<file path="src/eu_pkg.sv">
// constants, register map and types of the enhanced serial port
// assumes one 100 MHz cpu clock that also serves as the oscillator clock
package eu_pkg;
  // register indices on the plain register port
  localparam logic [2:0] ADDR_CONTROL = 3'h0;
  localparam logic [2:0] ADDR_DATA = 3'h1;
  localparam logic [2:0] ADDR_STATUS = 3'h2;
  localparam logic [2:0] ADDR_POWER = 3'h3;
  localparam logic [2:0] ADDR_DIV_LO = 3'h4;
  localparam logic [2:0] ADDR_DIV_HI = 3'h5;
  localparam logic [2:0] ADDR_CONFIG = 3'h6;
  // serial_control_reg fields
  localparam int CTL_MODE_HI = 7;
  localparam int CTL_MODE_LO = 6;
  localparam int CTL_MULTI = 5;
  localparam int CTL_RX_EN = 4;
  localparam int CTL_TB8 = 3;
  localparam int CTL_RB8 = 2;
  localparam int CTL_TI = 1;
  localparam int CTL_RI = 0;
  // serial_status_reg fields
  localparam int STA_DBL = 7;
  localparam int STA_BREAK = 3;
  localparam int STA_FRAME = 2;
  localparam int STA_BUSY = 0;
  // power_control_reg fields
  localparam int PWR_DOUBLE = 7;
  localparam int PWR_FE_SEL = 6;
  // configuration fields
  localparam int CFG_USE_BRG = 0;
  localparam int CFG_BRK_RST = 1;
  // reset values
  localparam logic [7:0] CONTROL_RST = 8'h00;
  localparam logic [7:0] STATUS_RST = 8'h00;
  localparam logic [7:0] POWER_RST = 8'h00;
  localparam logic [7:0] CONFIG_RST = 8'h00;
  localparam logic [15:0] DIVISOR_RST = 16'h0000;
  // timing: every bit is sixteen phases
  localparam logic [3:0] LAST_PHASE = 4'hF;
  localparam logic [3:0] SAMPLE_PHASE = 4'h7;
  localparam logic [3:0] CLOCK_HIGH_PHASE = 4'h8;
  localparam logic [3:0] LAST_SHIFT_BIT = 4'h7;
  localparam logic [3:0] LAST_BIT_8 = 4'h9;
  localparam logic [3:0] LAST_BIT_9 = 4'hA;
  localparam logic [7:0] BREAK_TICKS = 8'hB0;
  typedef enum logic [1:0] {
    EU_MODE_SHIFT = 2'b00,
    EU_MODE_8BIT = 2'b01,
    EU_MODE_9FIX = 2'b10,
    EU_MODE_9VAR = 2'b11
  } eu_mode_t;
  typedef enum logic [1:0] {
    EU_ENG_IDLE = 2'b00,
    EU_ENG_FRAME = 2'b01,
    EU_ENG_SHIFT_OUT = 2'b10,
    EU_ENG_SHIFT_IN = 2'b11
  } eu_eng_t;
  typedef enum logic [1:0] {
    EU_RX_IDLE = 2'b00,
    EU_RX_START = 2'b01,
    EU_RX_BITS = 2'b10
  } eu_rx_t;
endpackage : eu_pkg

</file>
<file path="src/eu_baud_gen.sv">
// independent baud rate generator: one tick per divisor+1 clocks
// assumes the divisor is steady while a frame is in flight
`timescale 1ns/1ps
module eu_baud_gen #(
  parameter int WIDTH = 16
) (
  input wire logic clk,
  input wire logic rst,
  input wire logic [WIDTH-1:0] divisor,
  output logic tick
);
  logic [WIDTH-1:0] count;

  if (WIDTH < 2) begin : g_chk
    $error("eu_baud_gen: WIDTH below 2");
  end

  always_ff @(posedge clk)
  begin
    if (rst || count >= divisor)
      count <= '0;
    else
      count <= count + 1'b1;
  end

  always_ff @(posedge clk)
  begin
    if (rst)
      tick <= 1'b0;
    else
      tick <= (count >= divisor);
  end
endmodule : eu_baud_gen

</file>
<file path="src/eu_uart.sv">
// enhanced serial port: four modes, three bit-rate sources, framing
// error, break detect with boot reset, optional transmit double buffer
// assumes rxdIn and the shift pin are asynchronous, t1Overflow is a
// one-cycle pulse on clk
`timescale 1ns/1ps
// What this block does
// - mode 0 shifts eight bits lsb first on rxd, clock on txd, clk/16
// - mode 1 frame: low start, eight data lsb first, high stop
// - mode 1 reception stores the stop bit as received ninth bit
// - modes 2/3 frame: start, eight data, transmit ninth bit, stop
// - modes 2/3 reception keep ninth bit, drop the stop bit
// - mode 2 rate is clk/16 or clk/32 by the doubling bit
// - modes 1/3 take timer 1 overflow or divisor; mode 3 equals 2
// - divisor generator counts oscillator clock by 16-bit preload
// - timer 1 overflow halves again while doubling bit is zero
// - framing error always in status; in control bit 7 if selected
// - eleven low bit times flag a break in the status register
// - break may reset the device into programming mode
// - double buffer takes next byte during send, one stop between
// - double buffer off still queues a byte, flags at frame end, sends live ninth bit
// - double buffer on: transmit flag when buffer frees up
// - double buffer: ninth bit latched with the data byte
// - software picks constant divide, timer 1 or divisor source
// - break reset selects the boot address for fetching
module eu_uart (
  input wire logic clk,
  input wire logic rst,
  input wire logic [2:0] addr,
  input wire logic [7:0] wdata,
  input wire logic wr,
  input wire logic rd,
  output logic [7:0] rdata,
  input wire logic t1Overflow,
  input wire logic rxdIn,
  output logic rxdOut,
  output logic rxdOe_n,
  output logic txd,
  output logic breakResetReq,
  output logic bootAddrSelect
);

  logic [7:0] ctl, pwr, cfg, rxBuf, bufData;
  logic [15:0] divisor;
  logic fe, brk, dbl, bufFull, bufNine, brgTick, halfDiv, t1Half;
  logic rxS1, rxS2, rxS3, rxLevel, rxPrev;
  eu_pkg::eu_eng_t eng;
  eu_pkg::eu_rx_t rxState;
  eu_pkg::eu_mode_t mode;
  logic [3:0] txPhase, txIdx, rxPhase, rxIdx;
  logic [10:0] txShift;
  logic [8:0] rxShift;
  logic [7:0] brkCnt;
  logic txLine, tiSet, riSet, feSet, brkSet, sampleTick, engTick;
  logic txLoad, engEnd, rxDone, nine, feSel, wrCtl, wrSta;

  assign mode = eu_pkg::eu_mode_t'({ctl[eu_pkg::CTL_MODE_HI],
                                    ctl[eu_pkg::CTL_MODE_LO]});
  assign nine = mode[1];
  assign feSel = pwr[eu_pkg::PWR_FE_SEL];
  assign wrCtl = wr && addr == eu_pkg::ADDR_CONTROL;
  assign wrSta = wr && addr == eu_pkg::ADDR_STATUS;

  function automatic logic flag_next(input logic set, input logic wrIt,
                                     input logic wbit, input logic cur);
    flag_next = set | (wrIt ? (cur & wbit) : cur);
  endfunction : flag_next

  eu_baud_gen #(.WIDTH(16)) u_brg (
    .clk(clk),
    .rst(rst),
    .divisor(divisor),
    .tick(brgTick)
  );

  // pin input: three flops, a change counts once stages two and three agree
  always_ff @(posedge clk)
  begin
    if (rst)
    begin
      rxS1 <= 1'b1;
      rxS2 <= 1'b1;
      rxS3 <= 1'b1;
      rxLevel <= 1'b1;
      rxPrev <= 1'b1;
    end
    else
    begin
      rxS1 <= rxdIn;
      rxS2 <= rxS1;
      rxS3 <= rxS2;
      if (rxS2 == rxS3)
        rxLevel <= rxS3;
      rxPrev <= rxLevel;
    end
  end

  // sixteen sample ticks per bit in the framed modes
  always_ff @(posedge clk)
  begin
    if (rst)
    begin
      halfDiv <= 1'b0;
      t1Half <= 1'b0;
    end
    else
    begin
      halfDiv <= ~halfDiv;
      if (t1Overflow)
        t1Half <= ~t1Half;
    end
  end

  always_comb
  begin
    if (mode == eu_pkg::EU_MODE_9FIX)
      sampleTick = pwr[eu_pkg::PWR_DOUBLE] | halfDiv;
    else if (cfg[eu_pkg::CFG_USE_BRG])
      sampleTick = brgTick;
    else
      sampleTick = t1Overflow &
                   (pwr[eu_pkg::PWR_DOUBLE] | t1Half);
  end
  // mode 0 runs every clock: sixteen phases make clk/16
  assign engTick = (mode == eu_pkg::EU_MODE_SHIFT) ? 1'b1 : sampleTick;

  // register writes
  always_ff @(posedge clk)
  begin
    if (rst)
    begin
      ctl <= eu_pkg::CONTROL_RST;
      pwr <= eu_pkg::POWER_RST;
      cfg <= eu_pkg::CONFIG_RST;
      dbl <= eu_pkg::STATUS_RST[eu_pkg::STA_DBL];
      divisor <= eu_pkg::DIVISOR_RST;
    end
    else
    begin
      if (wrCtl)
      begin
        // bit 7 aliases the framing error while the select is set
        if (!feSel)
          ctl[eu_pkg::CTL_MODE_HI] <= wdata[eu_pkg::CTL_MODE_HI];
        ctl[6:3] <= wdata[6:3];
      end
      ctl[eu_pkg::CTL_RI] <= flag_next(riSet, wrCtl,
        wdata[eu_pkg::CTL_RI], ctl[eu_pkg::CTL_RI]);
      ctl[eu_pkg::CTL_TI] <= flag_next(tiSet, wrCtl,
        wdata[eu_pkg::CTL_TI], ctl[eu_pkg::CTL_TI]);
      if (rxDone && !ctl[eu_pkg::CTL_RI])
        ctl[eu_pkg::CTL_RB8] <= nine ? rxShift[8] : rxLevel;
      else if (wrCtl)
        ctl[eu_pkg::CTL_RB8] <= wdata[eu_pkg::CTL_RB8];
      if (wrSta)
        dbl <= wdata[eu_pkg::STA_DBL];
      if (wr && addr == eu_pkg::ADDR_POWER)
        pwr <= {wdata[7:6], 6'h00};
      if (wr && addr == eu_pkg::ADDR_CONFIG)
        cfg <= {6'h00, wdata[1:0]};
      if (wr && addr == eu_pkg::ADDR_DIV_LO)
        divisor[7:0] <= wdata;
      if (wr && addr == eu_pkg::ADDR_DIV_HI)
        divisor[15:8] <= wdata;
    end
  end

  // sticky status flags; a hardware set beats a clear in the same cycle
  always_ff @(posedge clk)
  begin
    if (rst)
    begin
      fe <= 1'b0;
      brk <= 1'b0;
    end
    else
    begin
      brk <= flag_next(brkSet, wrSta, wdata[eu_pkg::STA_BREAK], brk);
      fe <= flag_next(feSet, wrSta || (wrCtl && feSel),
        wrSta ? wdata[eu_pkg::STA_FRAME] : wdata[eu_pkg::CTL_MODE_HI],
        fe);
    end
  end

  // read data stand one cycle after the strobe
  always_ff @(posedge clk)
  begin
    if (rst)
      rdata <= 8'h00;
    else if (rd)
      unique case (addr)
        eu_pkg::ADDR_CONTROL: rdata <= {feSel ? fe : ctl[7], ctl[6:0]};
        eu_pkg::ADDR_DATA: rdata <= rxBuf;
        eu_pkg::ADDR_STATUS: rdata <= {dbl, 3'h0, brk, fe, 1'b0,
                                       eng != eu_pkg::EU_ENG_IDLE};
        eu_pkg::ADDR_POWER: rdata <= pwr;
        eu_pkg::ADDR_DIV_LO: rdata <= divisor[7:0];
        eu_pkg::ADDR_DIV_HI: rdata <= divisor[15:8];
        eu_pkg::ADDR_CONFIG: rdata <= cfg;
        default: rdata <= 8'h00;
      endcase
  end

  // transmit holding buffer; ninth bit travels with the byte
  always_ff @(posedge clk)
  begin
    if (rst)
    begin
      bufFull <= 1'b0;
      bufData <= 8'h00;
      bufNine <= 1'b0;
    end
    else if (wr && addr == eu_pkg::ADDR_DATA)
    begin
      bufFull <= 1'b1;
      bufData <= wdata;
      bufNine <= ctl[eu_pkg::CTL_TB8];
    end
    else if (txLoad)
      bufFull <= 1'b0;
  end

  // with the buffer on, the next byte starts right after one stop bit
  assign txLoad = eng == eu_pkg::EU_ENG_IDLE && bufFull;
  assign engEnd = eng != eu_pkg::EU_ENG_IDLE && engTick &&
    txPhase == eu_pkg::LAST_PHASE &&
    txIdx == ((eng != eu_pkg::EU_ENG_FRAME) ? eu_pkg::LAST_SHIFT_BIT :
              nine ? eu_pkg::LAST_BIT_9 : eu_pkg::LAST_BIT_8);
  assign tiSet = dbl ? txLoad :
    (engEnd && eng != eu_pkg::EU_ENG_SHIFT_IN);

  // shift engine: framed transmit and both mode 0 directions
  always_ff @(posedge clk)
  begin
    if (rst)
    begin
      eng <= eu_pkg::EU_ENG_IDLE;
      txPhase <= 4'h0;
      txIdx <= 4'h0;
      txShift <= 11'h7FF;
      txLine <= 1'b1;
    end
    else
      unique case (eng)
        eu_pkg::EU_ENG_IDLE:
        begin
          txPhase <= 4'h0;
          txIdx <= 4'h0;
          txLine <= 1'b1;
          if (txLoad && mode == eu_pkg::EU_MODE_SHIFT)
          begin
            eng <= eu_pkg::EU_ENG_SHIFT_OUT;
            txShift <= {3'h7, bufData};
          end
          else if (txLoad)
          begin
            eng <= eu_pkg::EU_ENG_FRAME;
            txShift <= {1'b1, nine ? bufNine : 1'b1, bufData, 1'b0};
            txLine <= 1'b0;
          end
          else if (mode == eu_pkg::EU_MODE_SHIFT && ctl[eu_pkg::CTL_RX_EN] &&
                   !ctl[eu_pkg::CTL_RI])
            eng <= eu_pkg::EU_ENG_SHIFT_IN;
        end
        default:
        begin
          if (engTick)
            txPhase <= txPhase + 4'h1;
          if (engEnd)
            eng <= eu_pkg::EU_ENG_IDLE;
          else if (engTick && txPhase == eu_pkg::LAST_PHASE)
          begin
            txIdx <= txIdx + 4'h1;
            txShift <= {1'b1, txShift[10:1]};
            // without the buffer the live ninth bit is sent
            if (eng == eu_pkg::EU_ENG_FRAME && txIdx == 4'h8 && nine && !dbl)
              txLine <= ctl[eu_pkg::CTL_TB8];
            else if (eng == eu_pkg::EU_ENG_FRAME)
              txLine <= txShift[1];
          end
        end
      endcase
  end

  // pins: mode 0 clock is low for the first half of each bit
  assign txd = (eng == eu_pkg::EU_ENG_SHIFT_OUT ||
                eng == eu_pkg::EU_ENG_SHIFT_IN) ?
               txPhase[3] : txLine;
  assign rxdOe_n = eng != eu_pkg::EU_ENG_SHIFT_OUT;
  assign rxdOut = (eng == eu_pkg::EU_ENG_SHIFT_OUT) ? txShift[0] : 1'b1;

  // framed receiver, sampled at phase 7 of 16
  assign rxDone = rxState == eu_pkg::EU_RX_BITS && sampleTick &&
    rxPhase == eu_pkg::SAMPLE_PHASE &&
    rxIdx == (nine ? 4'h9 : 4'h8);
  assign riSet = (rxDone && !ctl[eu_pkg::CTL_RI]) ||
    (engEnd && eng == eu_pkg::EU_ENG_SHIFT_IN);
  assign feSet = rxDone && !rxLevel;

  always_ff @(posedge clk)
  begin
    if (rst)
    begin
      rxState <= eu_pkg::EU_RX_IDLE;
      rxPhase <= 4'h0;
      rxIdx <= 4'h0;
      rxShift <= 9'h000;
      rxBuf <= 8'h00;
    end
    else
    begin
      if (eng == eu_pkg::EU_ENG_SHIFT_IN && txPhase == eu_pkg::LAST_PHASE)
        rxShift <= {rxShift[7:0] == 8'h00 ? 1'b0 : rxShift[8], rxLevel,
                    rxShift[7:1]};
      if (engEnd && eng == eu_pkg::EU_ENG_SHIFT_IN)
        rxBuf <= {rxLevel, rxShift[7:1]};
      unique case (rxState)
        eu_pkg::EU_RX_IDLE:
        begin
          rxPhase <= 4'h0;
          rxIdx <= 4'h0;
          if (mode != eu_pkg::EU_MODE_SHIFT && ctl[eu_pkg::CTL_RX_EN] &&
              rxPrev && !rxLevel)
            rxState <= eu_pkg::EU_RX_START;
        end
        eu_pkg::EU_RX_START:
        begin
          if (sampleTick)
            rxPhase <= rxPhase + 4'h1;
          if (sampleTick && rxPhase == eu_pkg::SAMPLE_PHASE)
            rxState <= rxLevel ? eu_pkg::EU_RX_IDLE :
                       eu_pkg::EU_RX_BITS;
        end
        default:
        begin
          if (sampleTick)
            rxPhase <= rxPhase + 4'h1;
          if (sampleTick && rxPhase == eu_pkg::SAMPLE_PHASE)
          begin
            rxIdx <= rxIdx + 4'h1;
            rxShift <= {rxLevel, rxShift[8:1]};
          end
          if (rxDone)
          begin
            rxState <= eu_pkg::EU_RX_IDLE;
            if (!ctl[eu_pkg::CTL_RI])
              rxBuf <= nine ? rxShift[7:0] : rxShift[8:1];
          end
        end
      endcase
    end
  end

  // break: 176 low sample ticks are eleven bit times
  assign brkSet = mode != eu_pkg::EU_MODE_SHIFT && sampleTick &&
    !rxLevel && brkCnt == eu_pkg::BREAK_TICKS - 8'h01;

  always_ff @(posedge clk)
  begin
    if (rst || rxLevel)
      brkCnt <= 8'h00;
    else if (sampleTick && brkCnt != eu_pkg::BREAK_TICKS)
      brkCnt <= brkCnt + 8'h01;
  end

  // a reset request and the boot-address select leave together
  always_ff @(posedge clk)
  begin
    if (rst)
    begin
      breakResetReq <= 1'b0;
      bootAddrSelect <= 1'b0;
    end
    else
    begin
      breakResetReq <= brkSet && cfg[eu_pkg::CFG_BRK_RST];
      bootAddrSelect <= brkSet && cfg[eu_pkg::CFG_BRK_RST];
    end
  end
endmodule : eu_uart

</file>
<file path="config.mk">
export PLATFORM = sky130hd
export DESIGN_NAME = eu_uart
export DESIGN_NICKNAME = d
export VERILOG_FILES = /design/src/eu_pkg.sv /design/src/eu_baud_gen.sv /design/src/eu_uart.sv
export SDC_FILE = /design/constraint.sdc
export NUM_CORES = 1
export LEC_CHECK = 0
export ABC_AREA = 0
export BUFFER_PORTS_ARGS = -buffer_cell sky130_fd_sc_hd__buf_2
export CAP_MARGIN = 40
export CORE_ASPECT_RATIO = 0.75
export CORE_UTILIZATION = 40
export CTS_BUF_LIST = sky130_fd_sc_hd__clkbuf_4
export CTS_CLUSTER_DIAMETER = 60
export CTS_CLUSTER_SIZE = 16
export DETAILED_ROUTE_END_ITERATION = 16
export REMOVE_ABC_BUFFERS = 1
export SETUP_SLACK_MARGIN = 0.5
export SKIP_CTS_REPAIR_TIMING = 1
export SYNTH_ARGS = -nofsm -noshare
export SYNTH_HDL_FRONTEND = slang
export SYNTH_SLANG_ARGS = --single-unit
</file>
<file path="constraint.sdc">
create_clock -name clk -period 2.3 [get_ports clk]
set_input_delay 0.115 -clock clk [delete_from_list [all_inputs] [get_ports clk]]
set_output_delay 0.115 -clock clk [all_outputs]
set_load 0.05 [all_outputs]
</file>
Yosys cells after proc, flatten, opt, wreduce, memory -nomap -nowiden. Index checks and enable logic that the tools add are counted.

Flip-flop bits (word level): 131. Bits in latches: 0. Bits in writable memories: 0. ROM bits: 0. Output and inout port bits: 13. Memories kept: 0.

Add/subtract/negate cells: 6. $mul: 0. Div/mod/pow operators: 0. $lt $le $gt $ge: 1. Eq/ne operators: 28. Shift-type cells: 0. Mux-type cells: 55. Bitwise operators: 16. Reduce and logical (&&, ||, !) cells: 68.

Operator list (number): $pmux 8 s7 (1); $mux 11 (5); $mux 8 (5); $logic_and 1x1->1 (36); $mux 1 (27); $mux 9 (3); $mux 2 (10); $add 16x1->16 const B (1); $add 4x1->4 const B (4); $ge 16x16->1 (1); $reduce_bool 2->1 (7); $eq 3x3->1 const B (3); $reduce_and 3->1 (3); $add 8x1->8 const B (1); $eq 2x2->1 const B (4); $eq 4x4->1 (2); $eq 4x4->1 const B (2); $eq 8x8->1 const B (1); $logic_not 8->1 (1); $mux 4 (2); $ne 2x2->1 const B (4); $ne 8x8->1 const B (1); $pmux 4 s2 (1); $reduce_and 2->1 (4); 18 further kinds (45).

Depth between registers and ports, before layout. Gate-level depths: netlist (run 1).

Depth in word-level cells: 13. Mapped depth: 8.

Hierarchy. A second synthesis (run 1) with hierarchy kept.

Cells, all modules: 729. Area total of the unflattened synthesis: 6433.7 sq um.

By module, submodules not included: eu_uart (times used 1, cells each 592, area each 5281.3 sq um, seq. area each 2262.2 sq um); eu_baud_gen (times used 1, cells each 137, area each 1152.4 sq um, seq. area each 340.3 sq um).

Worst setup path before layout (run 1). No wires, ideal clock.

Path type: register to register. Start point: reg divisor[13]. End point: reg u_brg.count[10]. Setup time: 132 ps. Data arrival time: 1657 ps. Setup slack: 511 ps. Cell stages (with the launch flop): 9. Buffers on the path: 1. Cell sequence: dfxtp_1 -> inv_1 -> ha_1 -> a211oi_1 -> o21bai_1 -> nor2_1 -> a21oi_1 -> clkbuf_1 -> nor3_1.

Word-level cells in the longest chain between the ends: 2.

RTL lines: start, declared (line eu_uart.sv:43) `logic [15:0] divisor;`; start signal, assigned (line eu_uart.sv:135) `divisor <= eu_pkg::DIVISOR_RST;`; start signal, assigned (line eu_uart.sv:163) `divisor[15:8] <= wdata;`; $ge 16x16->1 (line eu_baud_gen.sv:20) `if (rst || count >= divisor)`; $logic_or 1x1->1 (line eu_baud_gen.sv:20); end signal, assigned (line eu_baud_gen.sv:23) `count <= count + 1'b1;`; end, declared (line eu_baud_gen.sv:12) `logic [WIDTH-1:0] count;`.

No other way between the ends. A chain may end at the register's enable or synchronous reset.

Worst setup path after layout (run 1).
Start point: reg divisor[1]. End point: reg u_brg.tick.

Word-level cells in the longest chain between the ends: 1.

RTL lines: start signal, assigned (line eu_uart.sv:135); start signal, assigned (line eu_uart.sv:161) `divisor[7:0] <= wdata;`; $ge 16x16->1 (line eu_baud_gen.sv:31) `tick <= (count >= divisor);`; end signal, assigned (line eu_baud_gen.sv:31); end, declared (line eu_baud_gen.sv:10) `output logic tick`.

No other way between the ends.

==> summary.md, run 1 <==
| Metric | Value |
|---|---|
| Largest cells by area after synthesis | `dfxtp_1, mux2i_1, nand2_1, ha_1, nor2_1` |
| Crit path DAT | `around 2.4 ns` |
| Wire per inst | `approximately 17 um` |
| Peak supply drop | `roughly 0.37 mV` |
| Clk sink count | `130` |
| Dpl ws | `roughly 0.3 ns` |
| Internal power | `about 3.2 mW` |
| First-pass GRT wire length | `about 28 mm` |
| Hold WC Path Type | `in -> reg` |
| IO Pins | `30` |
| Minimum clock period | `about 1.9 ns` |
| Status | `finished clean` |
| Cts bufs inserted | `17` |
| Finish-stage setup viols | `0` |
| Root Buffer Master | `clkbuf_4` |
| PortBufs | `29` |
| H-tree Lvls | `4` |
| Core ar. | `15,600 um^2` |
| Worst path slowest cell | `dfxtp_2` |
| Die area | `between 15,000 and 20,000 um^2` |
| Largest net degree at the start of global routing | `35` |
| Die width | `between 100 and 150 um` |
| Vias in the first global route | `~5.5k` |
| Dpl cell area | `6840 um^2` |
| Post-synth EDFFs | `0` |
| CP peak stage delay | `0.37 ns` |
| TritonCTS clock tree | `yes` |
| # DRC | `0` |
| CP most frequent cell | `a21oi_2` |
| Global Route Usage Sum | `roughly a fifth` |
| RSZ-0062 raised after global routing | `true` |
| Max-slew violation count | `0` |
| Commonest cells post-synth | `dfxtp_1, nand2_1, nor2_1` |
| Crit Path Max Fanout | `5` |
| Layout cell share with drive strength beyond 1 | `between 20 and 30%` |
| Rows | `39` |
| Synth Cell Area | `~6500 um^2` |
| Post-DR vias/cell | `~5.6` |
| Via count | `approximately 5.9k` |
| Slew Limit Headroom | `a little under two thirds` |
| Worst-margin pin slew | `around 0.55 ns` |
| Cell Chain, Critical Path | `inv_2 > ha_4 > o211ai_1 > a21oi_2 > o41ai_2 > a21oi_2 > buf_6 > nor2b_4` |
| Combinational Power Share | `10.3%` |
| Clock skew | `between 0.02 and 0.025 ns` |
| CP endpoint kind | `flip-flop` |
| Top delay family on crit path | `compound AO/OA/AOI/OAI gates` |
| Remaining global-route overflow | `0` |
| PnR worst setup slack | `just over 0.4 ns` |
| Setup crit start kind | `flip-flop` |
| Pleak | `just under 3 nW` |
| Synth Area per Inst | `between 8 and 9 um^2` |
| Sw frac | `28.2%` |
| # nets final | `between 800 and 900` |
| RD Place Congestion | `between 0.8 and 0.9` |
| Antenna viol nets, final | `0` |
| Hold_ws | `about 0.16 ns` |
| Critical Path RT | `between 2 and 3 ns` |
| Fin crit share | `roughly four fifths` |
| Pwr dens | `566 nW/um^2` |
| Initial Util | `41.7%` |
| Yosys reg bits | `130` |
| Psw | `1.26 mW` |
| Fmax | `about 530 MHz` |
| Largest area contributor in the netlist | `dfxtp_1` |
| Distinct cell type count after synthesis | `63` |
| Area growth, synth to finish | `21.7%` |
| Post-synthesis sequential area ratio | `approximately two fifths` |
| Critical path buffer and inverter count | `2` |
| Clk_lat worst skew | `between 0.5 and 0.6 ns` |
| Final wirelength | `about 18 mm` |
| HPWL Detailed | `roughly 12 mm` |
| Flop pwr share | `between 50% and 60%` |
| Post-synthesis instance total | `about 770` |
| Antenna Diode Count | `0` |
| Count leader, synth | `dfxtp_1` |
| Max_cap viols | `0` |
| Post-layout instance area | `7910 um^2` |
| Initial drt markers | `396` |
| Critical setup path kind | `reg -> reg` |
| CTS clk-pin slew, worst paths | `approximately 0.13 ns` |
| CTS max path bufs | `2` |
| Main flop type after synthesis | `dfxtp_1` |
| Initial antenna violation count | `0` |
| Die height | `around 110 um` |
| Clock power share | `between 30% and 40%` |
| Final hold violations | `0` |
| Asr flop ratio synth | `0%` |
| 1st-pass router iterations | `5` |
| Share of the synthesized area in the top cell type | `about 40%` |
| Ys Warns | `0` |
through the flow:
step | util (%) | total power, mW | TNS (ns) | instances
2_1_floorplan | - | 2.55 | -0.391 | 728
3_3_place_gp | 43.9 | 2.71 | 0 | 979
3_5_place_dp | 43.9 | 2.72 | 0 | 979
4_1_cts | 45.9 | 4.40 | 0 | 1011
5_1_grt | 50.8 | 4.67 | 0 | 1045
6_report | 50.8 | 4.48 | 0 | 1045
sequential cells by signal, indices dropped and copies added, names as in the netlist, 8 cells and up:
register and count:
divisor 16, u_brg.count 16, txShift 10, rxShift 9
brkCnt 8, bufData 8, ctl 8, rdata 8
rxBuf 8
final cells by class:
type | count | area (um^2)
flip-flops and latches | 130 | 2660
well taps | 205 | 256
repair buffers | 80 | 603
clock buffers | 17 | 128
clock inverters | 15 | 183
multi-input cells | 570 | 3970
fillers | 1461 | 7660
inverters | 28 | 105
power by group through the flow:
stage	clock, mW	sequential, mW	combinational [mW]
after floorplan	0	2.38	0.165
after global placement	0	2.37	0.334
after detailed placement	0	2.37	0.341
after CTS	1.73	2.32	0.343
after global routing	1.85	2.33	0.491
final	1.70	2.32	0.459
worst register-to-register path: cells and delay by family (launching register included):
kind            cells  cell delay, ns
compound gates      4            0.86
flops               1            0.37
simple gates        1            0.12
fa+ha+maj           1            0.21
buf+inv             2            0.22
cells in the final DEF, fill, tap and decap left out, types with 7 or more instances in the layout:
cell           synthesis  routed
a211oi_1              23      10
a211oi_2               0      13
a21oi_1               55      52
a22oi_1                8       8
a31oi_1               12      12
buf_2                  5      27
buf_4                  4      32
clkbuf_4               0      17
dfxtp_1              130     101
dfxtp_2                0      20
dfxtp_4                0       9
dlygate4sd3_1          0      13
ha_1                  24      16
inv_1                 27      25
mux2_2                 9       9
mux2i_1               34      34
nand2_1               85      85
nand2b_1               7       7
nand3_1               34      33
nor2_1                77      73
nor2b_1               24      23
nor3_2                 0      15
o21ai_0               33      30
xnor2_1               10      10
xor2_1                13      13
layer usage:
layer / routed length (um) / GRT usage, %
met3: 1020 / 6.22
met5: 0 / 0
met2: 8210 / 31.4
met4: 221 / 6.26
met1: 8580 / 30.0
cell families (layout without fill, tap and decap cells):
logic type / after synthesis / after routing / synth area share [%]
xor gates and xnor gates: 23 / 23 / 3.10
and+or+nand+nor: 305 / 305 / 23.1
adders and majority gates: 24 / 24 / 4.62
DFF: 130 / 130 / 40.1
buffers and inverters: 73 / 140 / 4.54
muxes: 45 / 45 / 7.49
AOI/OAI and AO/OA: 173 / 173 / 17.0
path summary, 6_finish.rpt:
kind | startpoint | to | slack, ns | depth (start not counted)
worst min-delay path | addr[1] | pwr[6] | 0.16 | 4
worst min register to register | rxS1 | rxS2 | 0.43 | 1
worst max-delay path | divisor[1] | u_brg.tick | 0.41 | 8
worst max register to register | divisor[1] | u_brg.tick | 0.41 | 8
No activity file was read; power rests on OpenSTA's default activity.
==> run 2: changes to the inputs <==
- ABC_AREA: 0 -> 1
- clock period: 2.3 -> 1.8 ns (I/O delays scaled with it)
==> summary.md, run 2 <==
| Metric | Value |
|---|---|
| Hold WC Path Type | `in -> reg` |
| Synth Cell Area | `6430 um^2 (-0.98%)` |
| Die height | `112 um (-0.48%)` |
| Clk sink count | `130 (unchanged)` |
| Via count | `6,160 (+4.6%)` |
| Pleak | `3.45 nW (+18%)` |
| Worst path slowest cell | `dfxtp_2` |
| CTS clk-pin slew, worst paths | `0.13 ns (about the same)` |
| Rows | `39 (unchanged)` |
| Final wirelength | `18.0 mm (-0.34%)` |
| Die width | `148 um (-0.48%)` |
| Minimum clock period | `1.71 ns (-0.171 ns)` |
| Post-synthesis sequential area ratio | `40.5% (+0.40 points)` |
| Area growth, synth to finish | `32.8%` |
| R2R Setup Slk | `0.09 ns (-0.33 ns)` |
| Status | `finished, violations left` |
| Hold_ws | `-0.000961 ns (-0.161 ns)` |
| Main flop type after synthesis | `dfxtp_1` |
| Clock skew | `0.0206 ns (-0.0000748 ns)` |
| Core ar. | `15,500 um^2 (-0.63%)` |
| Antenna viol nets, final | `0 (unchanged)` |
| Initial drt markers | `487 (+23%)` |
| Multi-input gate area | `3880 um^2 (-2.3%)` |
| Count leader, synth | `nand2_1` |
| Finish-stage setup viols | `0 (unchanged)` |
| Die area | `16,600 um^2 (-0.97%)` |
| Failing checks | `negative hold slack` |
| Worst-margin pin slew | `0.567 ns (+0.0202 ns)` |
| H-tree Lvls | `4 (unchanged)` |
| Min-delay src | `addr[2]` |
| Remaining global-route overflow | `0 (unchanged)` |
| Commonest cells post-synth | `nand2_1, dfxtp_1, inv_1` |
| Worst r2r src | `divisor[15]` |
| Slew Limit Headroom | `62.0% (-1.4 points)` |
| Synth Area per Inst | `7.32 um^2 (-13%)` |
| Commonest non-fill, non-tap cell in the layout | `nand2_1` |
| Largest area contributor in the netlist | `dfxtp_1` |
| Register area | `2650 um^2 (-0.33%)` |
| Post-synthesis instance total | `879 (+14%)` |
| Asr flop ratio synth | `0% (unchanged)` |
| Regs by FF count | `divisor x16, u_brg.count x16, txShift x10` |
| Post-synth EDFFs | `0 (unchanged)` |
| Clk_lat worst skew | `0.56 ns (about the same)` |
| Critical Path RT | `2.25 ns (-0.52 ns)` |
| CP endpoint kind | `flip-flop` |
| First-pass GRT wire length | `27.1 mm (-2.3%)` |
| 1st-pass router iterations | `5 (unchanged)` |
| RSZ-0062 raised after global routing | `true` |
| Fmax | `583 MHz (+10%)` |
| Initial antenna violation count | `1 (+1)` |
| Layout cell share with drive strength beyond 1 | `31.0% (+5.5 points)` |
| Top delay family on crit path | `simple AND/OR/NAND/NOR gates` |
| Setup crit start kind | `flip-flop` |
| TritonCTS clock tree | `yes` |
| # nets final | `1,025 (+18%)` |
| Critical R2R Capture | `u_brg.count[3]` |
| Root Buffer Master | `clkbuf_4` |
| Distinct cell type count after synthesis | `44 (-30%)` |
| Cell Chain, Critical Path | `inv_2 > ha_4 > nand2_4 > inv_2 > nand3_4 > nor3_4 > nand3_2 > nand4_1 > buf_6 > clkbuf_16 > nor2_1` |
| Share of the synthesized area in the top cell type | `40.5% (+0.40 points)` |
| Critical setup path kind | `reg -> reg` |
| Largest cells by area after synthesis | `dfxtp_1, nand2_1, o21ai_0, a21oi_1, inv_1` |
| Wire per inst | `14.9 um (-13%)` |
| HPWL Detailed | `12.4 mm (+0.61%)` |
| Post-DR vias/cell | `5.12 (-9.1%)` |
| CP peak stage delay | `0.36 ns (about the same)` |
| Max-slew violation count | `0 (unchanged)` |
| RD Place Congestion | `0.876 (+5.6%)` |
| Critical path buffer and inverter count | `4 (+2)` |
| R2r worst-path depth | `11 (+3)` |
| Layout fillers | `1,433 (-1.9%)` |
| Cts bufs inserted | `17 (unchanged)` |
| Largest net degree at the start of global routing | `25 (-29%)` |
| Max_cap viols | `0 (unchanged)` |
| Global Route Usage Sum | `20.9% (-0.47 points)` |
| Pwr dens | `988 nW/um^2 (+75%)` |
| Hold endpoint | `pwr[7]` |
| Crit path DAT | `2.17 ns (-0.19 ns)` |
| Crit Path Max Fanout | `8 (+3)` |
| Initial Util | `41.6% (-0.15 points)` |
| CP most frequent cell | `inv_2` |
| Dpl ws | `-0.0341 ns (-0.333 ns)` |
| CTS max path bufs | `2 (unchanged)` |
| Ys Warns | `0 (unchanged)` |
| Peak supply drop | `0.620 mV (+68%)` |
| PnR worst setup slack | `0.0854 ns (-0.329 ns)` |
| Final hold violations | `1 (+1)` |
| PortBufs | `29 (unchanged)` |
| Yosys reg bits | `130 (unchanged)` |
| IO Pins | `30 (unchanged)` |
| Fin crit share | `95.3% (+13 points)` |
| Total power | `8.44 mW (+89%)` |
| Hold Crit Depth | `4 (unchanged)` |
| Vias in the first global route | `5,313 (-3.3%)` |
| Commonest cells after routing, fill and taps aside | `nand2_1, dfxtp_1, inv_1, o21ai_0, nor2_1` |
| # DRC | `0 (unchanged)` |
-- run 2: changes by cell type in the layout (fill, tap and decap cells not counted), moves of 14 or more --
cell,delta
nor2_4,+14
o21ai_0,+53
nand4_1,+17
nand2_1,+50
nand2_4,+17
a21oi_1,+15
nor2b_1,-23
buf_6,+14
mux2i_1,-34
inv_1,+61
nand2_2,+17
-- run 2: how the worst max path moves through the flow --
stage | from | end | slack [ns] | cells past startpoint
finish | divisor[15] | u_brg.count[3] | 0.09 | 11
CTS | rxPhase[1] | ctl[2] | -0.07 | 8
global route | txPhase[1] | txShift[2] | -0.003 | 10
detailed placement | rxPhase[0] | ctl[2] | -0.03 | 8
floorplan | ctl[7] | txShift[8] | -0.29 | 11
global placement | rxPhase[0] | rxBuf[4] | 0.004 | 8
-- run 2: layer usage --
| layer | global-route usage, % | part of all wire, % | vias up |
|---|---|---|---|
| li1 | - | - | 3141 |
| met1 | 32.6 | 52 | 2861 |
| met2 | 28.2 | 42 | 136 |
| met3 | 4.06 | 5.1 | 22 |
| met4 | 6.12 | 1.1 | 0 |
| met5 | 0 | 0 | - |
-- run 2: layout make-up --
type | count | area share (%)
well taps | 205 | 3.00
repair buffers | 110 | 11.4
clock buffers | 17 | 1.49
flip-flops and latches | 130 | 31.0
clock inverters | 15 | 2.14
multi-input cells | 614 | 45.4
inverters | 111 | 5.40
diodes | 1 | 0.0293
-- run 2: through the flow --
| stage | instance area (um^2) | TNS (ns) | utilization, % | hold slack (ns) | std cells |
|---|---|---|---|---|---|
| 5_1_grt | 8550 | -0.00320 | 55.2 | 0.0357 | 1203 |
| 6_report | 8550 | 0 | 55.2 | -0.000961 | 1203 |
| 2_1_floorplan | 6310 | -4.88 | - | 0.157 | 854 |
| 3_5_place_dp | 7010 | -0.278 | 45.3 | 0.279 | 1125 |
| 4_1_cts | 7320 | -0.499 | 47.3 | -0.306 | 1157 |
| 3_3_place_gp | 7010 | 0 | 45.3 | 0.275 | 1125 |
-- run 2: cells by family (layout without fill, tap and decap cells) --
| kind of cell | after synthesis | in the layout | share of synthesized area, % |
|---|---|---|---|
| XOR/XNOR | 16 | 16 | 2.18 |
| AO/OA/AOI/OAI | 207 | 207 | 17.7 |
| flip-flops | 130 | 130 | 40.5 |
| other | 0 | 1 | 0 |
| AND/OR/NAND/NOR | 366 | 367 | 26.4 |
| buffers and inverters | 136 | 253 | 8.56 |
| adder cells (fa/ha/maj) | 24 | 24 | 4.67 |
-- run 2: worst reg2reg max path: stages (launching register included) --
cell       delay (ns)
dfxtp_2          0.36
inv_2            0.05
ha_4             0.27
nand2_4          0.05
inv_2            0.06
nand3_4          0.07
nor3_4           0.20
nand3_2          0.10
nand4_1          0.12
buf_6            0.15
clkbuf_16        0.14
nor2_1           0.04
-- run 2: report_power, final --
part / leakage [nW] / switching (mW) / internal [mW]
clock network: 0.157 / 1.22 / 0.974
registers: 1.07 / 0.209 / 3.09
logic: 2.22 / 1.71 / 1.24
total: 3.45 / 3.14 / 5.30
==> run 3: changes to the inputs <==
--- a/constraint.sdc
+++ b/constraint.sdc
@@ -3,2 +3,2 @@
 set_output_delay 0.09 -clock clk [all_outputs]
-set_load 0.05 [all_outputs]
+set_load 0.01 [all_outputs]
==> summary.md, run 3 (synthesis results as in run 2) <==
| Metric | Value |
|---|---|
| Non-Filler Instances | `1,204 (+0.083%)` |
| HPWL Detailed | `12.4 mm (unchanged)` |
| Layout fillers | `1,447 (+0.98%)` |
| Peak supply drop | `0.646 mV (+4.3%)` |
| Critical Path Start | `divisor[15]` |
| PortBufs | `29 (unchanged)` |
| # nets final | `1,026 (+0.098%)` |
| Finish-stage setup viols | `0 (unchanged)` |
| CP endpoint kind | `flip-flop` |
| Die width | `148 um (unchanged)` |
| # DRC | `0 (unchanged)` |
| Largest net degree at the start of global routing | `25 (unchanged)` |
| Setup crit start kind | `flip-flop` |
| RD Place Congestion | `0.876 (unchanged)` |
| Worst setup path endpoint | `u_brg.count[3]` |
| Die height | `112 um (unchanged)` |
| Register area | `2650 um^2 (unchanged)` |
| Initial antenna violation count | `1 (unchanged)` |
| First-pass GRT wire length | `27.1 mm (unchanged)` |
| Root Buffer Master | `clkbuf_4` |
| R2R Setup Slk | `0.08 ns (about the same)` |
| CTS max path bufs | `2 (unchanged)` |
| Cts bufs inserted | `17 (unchanged)` |
| Area growth, synth to finish | `32.2%` |
| Worst r2r src | `divisor[15]` |
| Critical setup path kind | `reg -> reg` |
| Max-slew violation count | `0 (unchanged)` |
| Worst path slowest cell | `dfxtp_2` |
| Die area | `16,600 um^2 (unchanged)` |
| Clock skew | `0.0217 ns (+0.00108 ns)` |
| Via count | `6,154 (-0.097%)` |
| Layout cell share with drive strength beyond 1 | `31.2% (+0.17 points)` |
| Placed cells | `1,125 (unchanged)` |
| CP most frequent cell | `inv_2` |
| Initial Util | `41.6% (unchanged)` |
| Clk_lat worst skew | `0.56 ns (about the same)` |
| Global Route Usage Sum | `20.9% (unchanged)` |
| Failing checks | `negative hold slack` |
| Fmax | `583 MHz (about the same)` |
| Setup TNS | `0 ns (unchanged)` |
| Critical R2R Capture | `u_brg.count[3]` |
| Minimum clock period | `1.72 ns (+0.000468 ns)` |
| Slew Limit Headroom | `62.2% (+0.21 points)` |
| R2r worst-path depth | `11 (unchanged)` |
| TritonCTS clock tree | `yes` |
| Remaining global-route overflow | `0 (unchanged)` |
| Fin crit share | `95.3% (about the same)` |
| IO Pins | `30 (unchanged)` |
| Hold_ws | `-0.00000827 ns (+0.000953 ns)` |
| Pwr dens | `978 nW/um^2 (-1.0%)` |
| Rows | `39 (unchanged)` |
| Wire per inst | `14.9 um (about the same)` |
| Commonest cells after routing, fill and taps aside | `nand2_1, dfxtp_1, inv_1, o21ai_0, nor2_1` |
| Antenna viol nets, final | `0 (unchanged)` |
| Crit Path Max Fanout | `8 (unchanged)` |
| Worst-margin pin slew | `0.564 ns (-0.00309 ns)` |
| Post-DR vias/cell | `5.11 (-0.18%)` |
| H-tree Lvls | `4 (unchanged)` |
| Final wirelength | `18.0 mm (about the same)` |
| Clk sink count | `130 (unchanged)` |
| 1st-pass router iterations | `5 (unchanged)` |
| CTS clk-pin slew, worst paths | `0.13 ns (about the same)` |
| Core ar. | `15,500 um^2 (unchanged)` |
| Multi-input gate area | `3880 um^2 (unchanged)` |
| CP peak stage delay | `0.36 ns (about the same)` |
| Commonest non-fill, non-tap cell in the layout | `nand2_1` |
| RSZ-0062 raised after global routing | `true` |
| Final hold violations | `1 (unchanged)` |
| Critical Path RT | `2.25 ns (about the same)` |
| Hold WC Path Type | `in -> reg` |
| Vias in the first global route | `5,313 (unchanged)` |
| Crit path DAT | `2.17 ns (about the same)` |
| Pleak | `3.45 nW (about the same)` |
| Status | `finished, violations left` |
| Max_cap viols | `0 (unchanged)` |
| Initial drt markers | `456 (-6.4%)` |
| Regs by FF count | `divisor x16, u_brg.count x16, txShift x10` |
| Cell Chain, Critical Path | `inv_2 > ha_4 > nand2_4 > inv_2 > nand3_4 > nor3_4 > nand3_2 > nand4_1 > buf_6 > clkbuf_16 > nor2_1` |
==> run 3: changes by cell type in the layout (fill, tap and decap cells not counted), sizes merged <==
cell | previous run | this run
clkbuf | 23 | 18
buf | 86 | 92
==> run 3: critical path, delay by kind of cell, from the launching register on <==
kind          cells  cell delay (ns)
fa+ha+maj         1             0.27
buf+inv           4             0.40
flops             1             0.36
simple gates      6             0.57
==> run 3: worst min path at each step <==
stage          startpoint      end  slack [ns]  cells past startpoint
2_1_floorplan         rst  halfDiv        0.16                      1
3_3_place_gp        rxdIn     rxS1        0.27                      2
3_5_place_dp        rxdIn     rxS1        0.28                      2
4_1_cts             rxdIn     rxS1       -0.31                      2
5_1_grt           addr[2]   pwr[7]        0.04                      4
6_report          addr[2]   pwr[7]   -0.000008                      4
==> run 3: per-stage QoR <==
step / worst slack (ns) / total power [mW] / cell area [um^2] / hold WS [ns] / utilization, %
global placement: 0.00430 / 5.24 / 7010 / 0.275 / 45.3
global route: -0.00270 / 8.82 / 8510 / 0.0357 / 55.0
detailed placement: -0.0341 / 5.25 / 7010 / 0.279 / 45.3
CTS: -0.0665 / 7.43 / 7320 / -0.306 / 47.3
finish: 0.0849 / 8.32 / 8510 / -0.00000827 / 55.0
floorplan: -0.294 / 4.62 / 6310 / 0.157 / -
==> run 3: final cells by class <==
class	count	area share [%]
Antenna cell	1	0.0294
Clock buffer	17	1.50
Clock inverter	15	2.15
Inverter	111	5.40
Multi-Input combinational cell	614	45.6
Sequential cell	130	31.2
Tap cell	205	3.01
Timing Repair Buffer	111	11.1
==> run 3: power breakdown <==
part | leakage [nW] | switching [mW] | internal [mW]
Clock | 0.157 | 1.22 | 0.974
Combinational | 2.23 | 1.62 | 1.22
Sequential | 1.07 | 0.198 | 3.09
==> run 3: layer usage <==
| layer | track usage [%] | up-vias | wire [um] |
|---|---|---|---|
| met5 | 0 | - | 0 |
| met4 | 6.12 | 0 | 191 |
| met3 | 4.06 | 20 | 863 |
| met2 | 28.2 | 118 | 7580 |
| met1 | 32.6 | 2870 | 9340 |
| li1 | - | 3146 | - |
